$ cat src/bcd_bit_pkg.sv
// Contract
// - nibble rotate left turns A low digit and memory byte as one 12-bit circle.
// - A low gets mem high, mem low gets old A low, mem high gets old mem low.
// - nibble rotate left keeps the accumulator's upper four bits unchanged.
// - add adjust: both digits decimal, flags clear: A kept, carry and aux cleared.
// - add adjust: low ok, high over 9 or carry: add 60h, carry set, aux clear.
// - add adjust: low digit correction only adds 06h, carry clear, aux set.
// - add adjust: both digits corrected adds 66h, carry and aux set.
// - sub adjust: aux and carry select subtracting 00h, 60h, 06h or 66h; aux and carry kept.
// - after either adjust the zero flag shows whether the accumulator is zero.
// - single bit move copies a bit between carry and any bit source, both ways.
// - a move into carry or a status bit alters only that one flag.
// - single bit and replaces carry with carry AND source bit.
// - inverted form of single bit and inverts the source bit first.
// - single bit or replaces carry with carry OR source bit.
// - inverted form of single bit or inverts the source bit first.
// - single bit xor replaces carry with carry XOR source bit; no inverted form.
// - bit and, or, xor write carry only; zero and aux carry untouched.
// - status word bit 6 addresses the zero flag.
package bcd_bit_pkg;
   localparam logic [7:0] ADJ_NONE = 8'h00;
   localparam logic [7:0] ADJ_HIGH = 8'h60;
   localparam logic [7:0] ADJ_LOW = 8'h06;
   localparam logic [7:0] ADJ_BOTH = 8'h66;
   localparam logic [3:0] DIGIT_MAX = 4'h9;
   localparam logic [7:0] ACC_RESET = 8'h00;
   localparam logic [7:0] STATUS_RESET = 8'h00;
   localparam int ZERO_BIT = 6;
   localparam int AUX_BIT = 4;
   localparam int CARRY_BIT = 0;

   typedef enum logic [3:0] {
      OP_NONE = 4'h0,
      OP_NIBBLE_ROTATE_LEFT = 4'h1,
      OP_ADJUST_ADD = 4'h2,
      OP_ADJUST_SUB = 4'h3,
      OP_MOVE_TO_CARRY = 4'h4,
      OP_MOVE_FROM_CARRY = 4'h5,
      OP_BIT_AND = 4'h6,
      OP_BIT_OR = 4'h7,
      OP_BIT_XOR = 4'h8
   } op_t;

   typedef enum logic [2:0] {
      SRC_SADDR = 3'h0,
      SRC_SFR = 3'h1,
      SRC_ACC = 3'h2,
      SRC_XREG = 3'h3,
      SRC_STATUS = 3'h4
   } bit_space_t;

   typedef struct packed {
      op_t op;
      bit_space_t space;
      logic [2:0] bit_sel;
      logic invert;
      logic [7:0] mem_byte;
      logic [7:0] ext_byte;
   } cmd_t;

   typedef struct packed {
      logic mem_we;
      logic [7:0] mem_data;
      logic ext_we;
      logic [7:0] ext_data;
   } wb_t;

   typedef struct packed {
      logic [7:0] acc;
      logic [7:0] status;
      wb_t wb;
   } core_state_t;
endpackage : bcd_bit_pkg

$ cat src/bcd_adjust_bit_logic_unit.sv
`timescale 1ns/10ps
module bcd_adjust_bit_logic_unit
   import bcd_bit_pkg::*;
(
   input wire logic sys_clk_i,
   input wire logic rst_i,
   input wire cmd_t cmd_i,
   input wire logic cmd_valid_i,
   output logic [7:0] acc_o,
   output logic [7:0] status_o,
   output wb_t wb_o
);
   core_state_t state_reg;
   core_state_t state_next;
   logic [7:0] adj_acc;
   logic adj_carry;
   logic adj_aux;
   logic adj_zero;
   logic [7:0] bit_byte;
   logic bit_carry;
   logic [7:0] bit_result;

   decimal_adjust u_adjust (
      .acc_i(state_reg.acc),
      .carry_i(state_reg.status[CARRY_BIT]),
      .aux_i(state_reg.status[AUX_BIT]),
      .sub_i(cmd_i.op == OP_ADJUST_SUB),
      .acc_o(adj_acc),
      .carry_o(adj_carry),
      .aux_o(adj_aux),
      .zero_o(adj_zero)
   );

   // pick the byte holding the addressed bit; status word bit 6 is the zero flag
   always_comb begin
      if (cmd_i.space == SRC_ACC) begin
         bit_byte = state_reg.acc;
      end else if (cmd_i.space == SRC_STATUS) begin
         bit_byte = state_reg.status;
      end else if (cmd_i.space == SRC_XREG) begin
         bit_byte = cmd_i.ext_byte;
      end else if (cmd_i.space == SRC_SFR) begin
         bit_byte = cmd_i.ext_byte;
      end else begin
         bit_byte = cmd_i.mem_byte;
      end
   end

   bit_operand_unit u_bit (
      .byte_i(bit_byte),
      .bit_sel_i(cmd_i.bit_sel),
      .carry_i(state_reg.status[CARRY_BIT]),
      .op_i(cmd_i.op),
      .invert_i(cmd_i.invert),
      .carry_o(bit_carry),
      .byte_o(bit_result)
   );

   always_comb begin
      state_next = state_reg;
      state_next.wb = '0;
      if (cmd_valid_i) begin
         case (cmd_i.op)
            OP_NIBBLE_ROTATE_LEFT: begin
               // flags and acc high digit are left alone
               state_next.acc = {state_reg.acc[7:4], cmd_i.mem_byte[7:4]};
               state_next.wb.mem_we = 1'b1;
               state_next.wb.mem_data = {cmd_i.mem_byte[3:0], state_reg.acc[3:0]};
            end
            OP_ADJUST_ADD, OP_ADJUST_SUB: begin
               state_next.acc = adj_acc;
               state_next.status[CARRY_BIT] = adj_carry;
               state_next.status[AUX_BIT] = adj_aux;
               state_next.status[ZERO_BIT] = adj_zero;
            end
            OP_MOVE_TO_CARRY, OP_BIT_AND, OP_BIT_OR, OP_BIT_XOR: begin
               state_next.status[CARRY_BIT] = bit_carry;
            end
            OP_MOVE_FROM_CARRY: begin
               if (cmd_i.space == SRC_ACC) begin
                  state_next.acc = bit_result;
               end else if (cmd_i.space == SRC_STATUS) begin
                  state_next.status = bit_result;
               end else if (cmd_i.space == SRC_SADDR) begin
                  state_next.wb.mem_we = 1'b1;
                  state_next.wb.mem_data = bit_result;
               end else begin
                  state_next.wb.ext_we = 1'b1;
                  state_next.wb.ext_data = bit_result;
               end
            end
            default: state_next.wb = '0; // unknown op changes nothing, no write pulse
         endcase
      end
   end

   always_ff @(posedge sys_clk_i or posedge rst_i) begin
      if (rst_i) begin
         state_reg <= '{acc: ACC_RESET, status: STATUS_RESET, wb: '0};
      end else begin
         state_reg <= state_next;
      end
   end

   assign acc_o = state_reg.acc;
   assign status_o = state_reg.status;
   assign wb_o = state_reg.wb;
endmodule : bcd_adjust_bit_logic_unit

$ cat src/bit_operand_unit.sv
`timescale 1ns/10ps
module bit_operand_unit
   import bcd_bit_pkg::*;
(
   input wire logic [7:0] byte_i,
   input wire logic [2:0] bit_sel_i,
   input wire logic carry_i,
   input wire op_t op_i,
   input wire logic invert_i,
   output logic carry_o,
   output logic [7:0] byte_o
);
   logic src;
   always_comb begin
      src = byte_i[bit_sel_i];
      carry_o = carry_i;
      byte_o = byte_i;
      case (op_i)
         OP_MOVE_TO_CARRY: carry_o = src;
         OP_MOVE_FROM_CARRY: byte_o[bit_sel_i] = carry_i;
         OP_BIT_AND: carry_o = carry_i & (src ^ invert_i);
         OP_BIT_OR: carry_o = carry_i | (src ^ invert_i);
         OP_BIT_XOR: carry_o = carry_i ^ src;
         default: carry_o = carry_i;
      endcase
   end
endmodule : bit_operand_unit

$ cat src/decimal_adjust.sv
`timescale 1ns/10ps
module decimal_adjust
   import bcd_bit_pkg::*;
(
   input wire logic [7:0] acc_i,
   input wire logic carry_i,
   input wire logic aux_i,
   input wire logic sub_i,
   output logic [7:0] acc_o,
   output logic carry_o,
   output logic aux_o,
   output logic zero_o
);
   logic lo_big;
   logic hi_big;
   logic hi_nine;
   logic [7:0] corr;
   always_comb begin
      lo_big = acc_i[3:0] > DIGIT_MAX;
      hi_big = acc_i[7:4] > DIGIT_MAX;
      hi_nine = acc_i[7:4] >= DIGIT_MAX;
      corr = ADJ_NONE;
      carry_o = 1'b0;
      aux_o = 1'b0;
      if (sub_i) begin
         carry_o = carry_i;
         aux_o = aux_i;
         corr = {(carry_i ? ADJ_HIGH[7:4] : 4'h0), (aux_i ? ADJ_LOW[3:0] : 4'h0)};
         acc_o = acc_i - corr;
      end else begin
         if (!aux_i && !lo_big) begin
            if (hi_big || carry_i) begin
               corr = ADJ_HIGH;
               carry_o = 1'b1;
            end
         end else if (!aux_i) begin
            aux_o = 1'b1;
            if (hi_nine || carry_i) begin
               corr = ADJ_BOTH;
               carry_o = 1'b1;
            end else begin
               corr = ADJ_LOW;
            end
         end else begin
            aux_o = 1'b1;
            if (hi_big || carry_i) begin
               corr = ADJ_BOTH;
               carry_o = 1'b1;
            end else begin
               corr = ADJ_LOW;
            end
         end
         acc_o = acc_i + corr;
      end
      zero_o = (acc_o == 8'h00);
   end
endmodule : decimal_adjust
$ cat config.mk
export PLATFORM = sky130hd
export DESIGN_NAME = bcd_adjust_bit_logic_unit
export DESIGN_NICKNAME = d
export VERILOG_FILES = /design/src/bcd_bit_pkg.sv /design/src/bcd_adjust_bit_logic_unit.sv /design/src/bit_operand_unit.sv /design/src/decimal_adjust.sv
export SDC_FILE = /design/constraint.sdc
export NUM_CORES = 1
export LEC_CHECK = 0
export BUFFER_PORTS_ARGS = -buffer_cell sky130_fd_sc_hd__buf_2
export CAP_MARGIN = 20
export CORE_MARGIN = 2
export CORE_UTILIZATION = 49
export DETAILED_ROUTE_END_ITERATION = 7
export GPL_ROUTABILITY_DRIVEN = 0
export PLACE_DENSITY = 0.77
export RECOVER_POWER = 50
export SYNTH_ARGS = -nofsm -noshare
export SYNTH_HDL_FRONTEND = slang
export SYNTH_SLANG_ARGS = --single-unit
$ cat constraint.sdc
create_clock -name sys_clk_i -period 2.65 [get_ports sys_clk_i]
set_input_delay 0.265 -clock sys_clk_i [delete_from_list [all_inputs] [get_ports sys_clk_i]]
set_output_delay 0.265 -clock sys_clk_i [all_outputs]
set_load 0.05 [all_outputs]
==> flow_metrics.env <==
export IMPL_grt_pass1_vias=2572
export IMPL_nets=437
export IMPL_yosys_most_used_dff="dfrtp_1"
export IMPL_setup_slack_ps=-102
export IMPL_power_leakage_uw=0.00154
export IMPL_clock_sinks=34
export IMPL_first_iter_violations=127
export IMPL_path_max_fanout=3
export IMPL_ant_nets=0
export IMPL_fp_dieArea_mm2=0.00600
export IMPL_vdd_ir_drop_max_uv=718
export IMPL_vias_per_cell=5.74
export IMPL_firstDrtPassIters=4
export IMPL_area_delta_synth_final_pct=24.4
export IMPL_drcViolationCount=0
export IMPL_drive_gt1_frac=0.286
export IMPL_synth_fp_nets=356
export IMPL_via_count=2686
export IMPL_grt_setup_unrepaired="true"
export IMPL_clkLatencyLatePin_ps=290
export IMPL_tightestPinTransition_ps=880
export IMPL_timing_rr_start="acc_o[2]"
export IMPL_hold_viol=0
export IMPL_dp_cells=458
export IMPL_grt_util_all_layers=0.261
export IMPL_cts_buffer_depth=2
export IMPL_period_share=1.04
export IMPL_synth_area_per_cell_um2=8.34
export IMPL_wirelength_um=7600
export IMPL_tritoncts="yes"
export IMPL_utilization=0.639
export IMPL_cp_data_required_time_ps=2830
export IMPL_max_slew_margin=0.413
export IMPL_fin_cells=468
export IMPL_grt_max_degree=26
export IMPL_finalInstanceArea_mm2=0.00329
export IMPL_path_clk_slew_ps=80
export IMPL_cts_root_buf="clkbuf_8"
export IMPL_total_power_uw=2280
export IMPL_syn_inst=317
export IMPL_startpoint_type="flip-flop"
export IMPL_async_reset_ff_frac=1.00
export IMPL_numCtsBuffers=5
export IMPL_hold_path_class="in2async"
export IMPL_use_met1=0.331
export IMPL_post_drt_wl_per_cell_um=16.2
export IMPL_htree_num_levels=2
export IMPL_drv_cap=0
export IMPL_fmax_mhz=363
export IMPL_finalSetupViolCount=3
export IMPL_ys_warn_count=0
export IMPL_grt_pass1_wl_um=12500
export IMPL_met2_usage=0.443
export IMPL_clock_skew_ps=15.5
export IMPL_slew_viol_final=0
export IMPL_port_buffers=63
export IMPL_synth_edf_count=0
export IMPL_die_x_um=77.4
export IMPL_antenna_found_initial=0
export IMPL_ys_types=52
export IMPL_criticalPathCategory="reg2reg"
export IMPL_period_needed_ps=2750
export IMPL_ios=64
export IMPL_run_status="finished with violations"
export IMPL_hold_ws_ps=77.6
export IMPL_use_met3=0.0512
export IMPL_grt_overflow_total=0
export IMPL_arrival_ps=2930
export IMPL_p_per_area_mw_per_mm2=695
export IMPL_dieHeight_um=77.4
export IMPL_antenna_cells=0
export IMPL_rows=26
export IMPL_core_mm2=0.00514
export IMPL_worstSetupEndpointType="flip-flop"
export IMPL_start_util=0.514
export IMPL_synth_seq_area_share=0.322
export IMPL_synth_seq_cells=34
export IMPL_violations="negative setup slack"
export IMPL_post_dp_hpwl_um=5880
export IMPL_busiest_layer="met2"
export IMPL_synth_area_mm2=0.00264
export IMPL_cp_startpoint="acc_o[2]"
export IMPL_placed_cell_area_mm2=0.00318
-- final timing paths --
check / endpoint / slack, ps / cells after the start
max in group asynchronous: wb_o[14] / 1340 / 3
worst max register to register: acc_o[5] / -100 / 12
min in group sys_clk_i: wb_o[15] / 270 / 3
worst min register to register: status_o[7] / 510 / 2
worst min-delay path: status_o[7] / 80 / 2
worst max-delay path: acc_o[5] / -100 / 12
-- cells by family (layout without fill, tap and decap cells) --
kind of cell / after synthesis / in the layout / share of synthesized area
AND/OR/NAND/NOR: 124 / 124 / 0.225
flip-flops: 34 / 34 / 0.322
AO/OA/AOI/OAI: 94 / 94 / 0.250
buffers and inverters: 28 / 109 / 0.0516
adder cells (fa/ha/maj): 9 / 9 / 0.0426
multiplexers: 25 / 25 / 0.0990
XOR/XNOR: 3 / 3 / 0.00994
-- sequential cells by signal, indices dropped and copies added (netlist names) --
signal    cells
wb_o         18
acc_o         8
status_o      8
-- layout make-up --
class	count	area [µm²]
clock buffer	5	68.8
clock inverter	2	10.0
fill	478	1850
inverter	11	41.3
multi-input combinational	255	1720
sequential	34	855
tap	70	87.6
timing repair buffer	91	503
-- cell usage in the layout (no fill, tap or decap), types with 7 or more instances in the layout --
cell,synthesis,routed
o21ai_1,9,10
inv_1,11,11
dfrtp_1,34,31
mux2i_1,16,16
ha_1,9,8
nand2_1,33,31
mux2_2,9,7
nor2_1,38,38
nor2b_1,13,13
a22oi_1,7,7
nor3_1,11,11
buf_4,3,27
o21ai_0,17,16
o21a_1,7,7
buf_2,4,48
a21oi_1,22,20
clkbuf_1,8,16
-- metrics by stage --
step | setup WS, ps | setup TNS [ps]
detailed placement | -63.5 | -125
floorplan | -133 | -265
finish | -102 | -176
global placement | 1.91 | 0
CTS | -60.8 | -116
global route | -180 | -529
-- synth_stat cells (3+ instances only) --
cell	instances	area share
nor2_1	38	0.054
dfrtp_1	34	0.32
nand2_1	33	0.047
a21oi_1	22	0.042
o21ai_0	17	0.032
mux2i_1	16	0.061
nor2b_1	13	0.031
inv_1	11	0.016
nor3_1	11	0.021
ha_1	9	0.043
mux2_2	9	0.038
o21ai_1	9	0.017
clkbuf_1	8	0.011
a22oi_1	7	0.020
o21a_1	7	0.020
nor3b_1	6	0.017
nand3_1	5	0.0095
a22oi_2	4	0.019
and3_1	4	0.0095
buf_2	4	0.0076
o221ai_1	4	0.013
a21boi_1	3	0.0085
buf_4	3	0.0085
o211ai_1	3	0.0085
-- layer usage --
metal  routed length [µm]  vias up
li1                     -     1306
met1                 3250     1258
met2                 3670      105
met3                  512       17
met4                  170        0
met5                    0        -
-- where the power goes --
| part | leakage [µW] | switching, µW | internal, µW |
|---|---|---|---|
| sequential | 0.000454 | 48.1 | 572 |
| combinational | 0.00105 | 772 | 528 |
| clock | 0.0000438 | 189 | 176 |
-- critical path, stage by stage, from the launching register on --
cell,delay (ps)
dfrtp_2,400
o21a_1,210
or2_4,250
nand2_4,70
nand2_4,60
ha_4,210
o21a_1,200
o21a_1,190
o21a_1,190
or3_4,400
nand3_2,80
o21ai_1,80
mux2_4,290
-- repair_timing --
item                                    in CTS  in global routing
pin swaps                                   10                 13
setup buffers                                2                  1
cloned                                       0                  0
gates resized for setup                      3                  5
endpoints found under the setup margin       3                  4
hold buffers                                 0                  0
No activity file was read; power rests on OpenSTA's default activity.
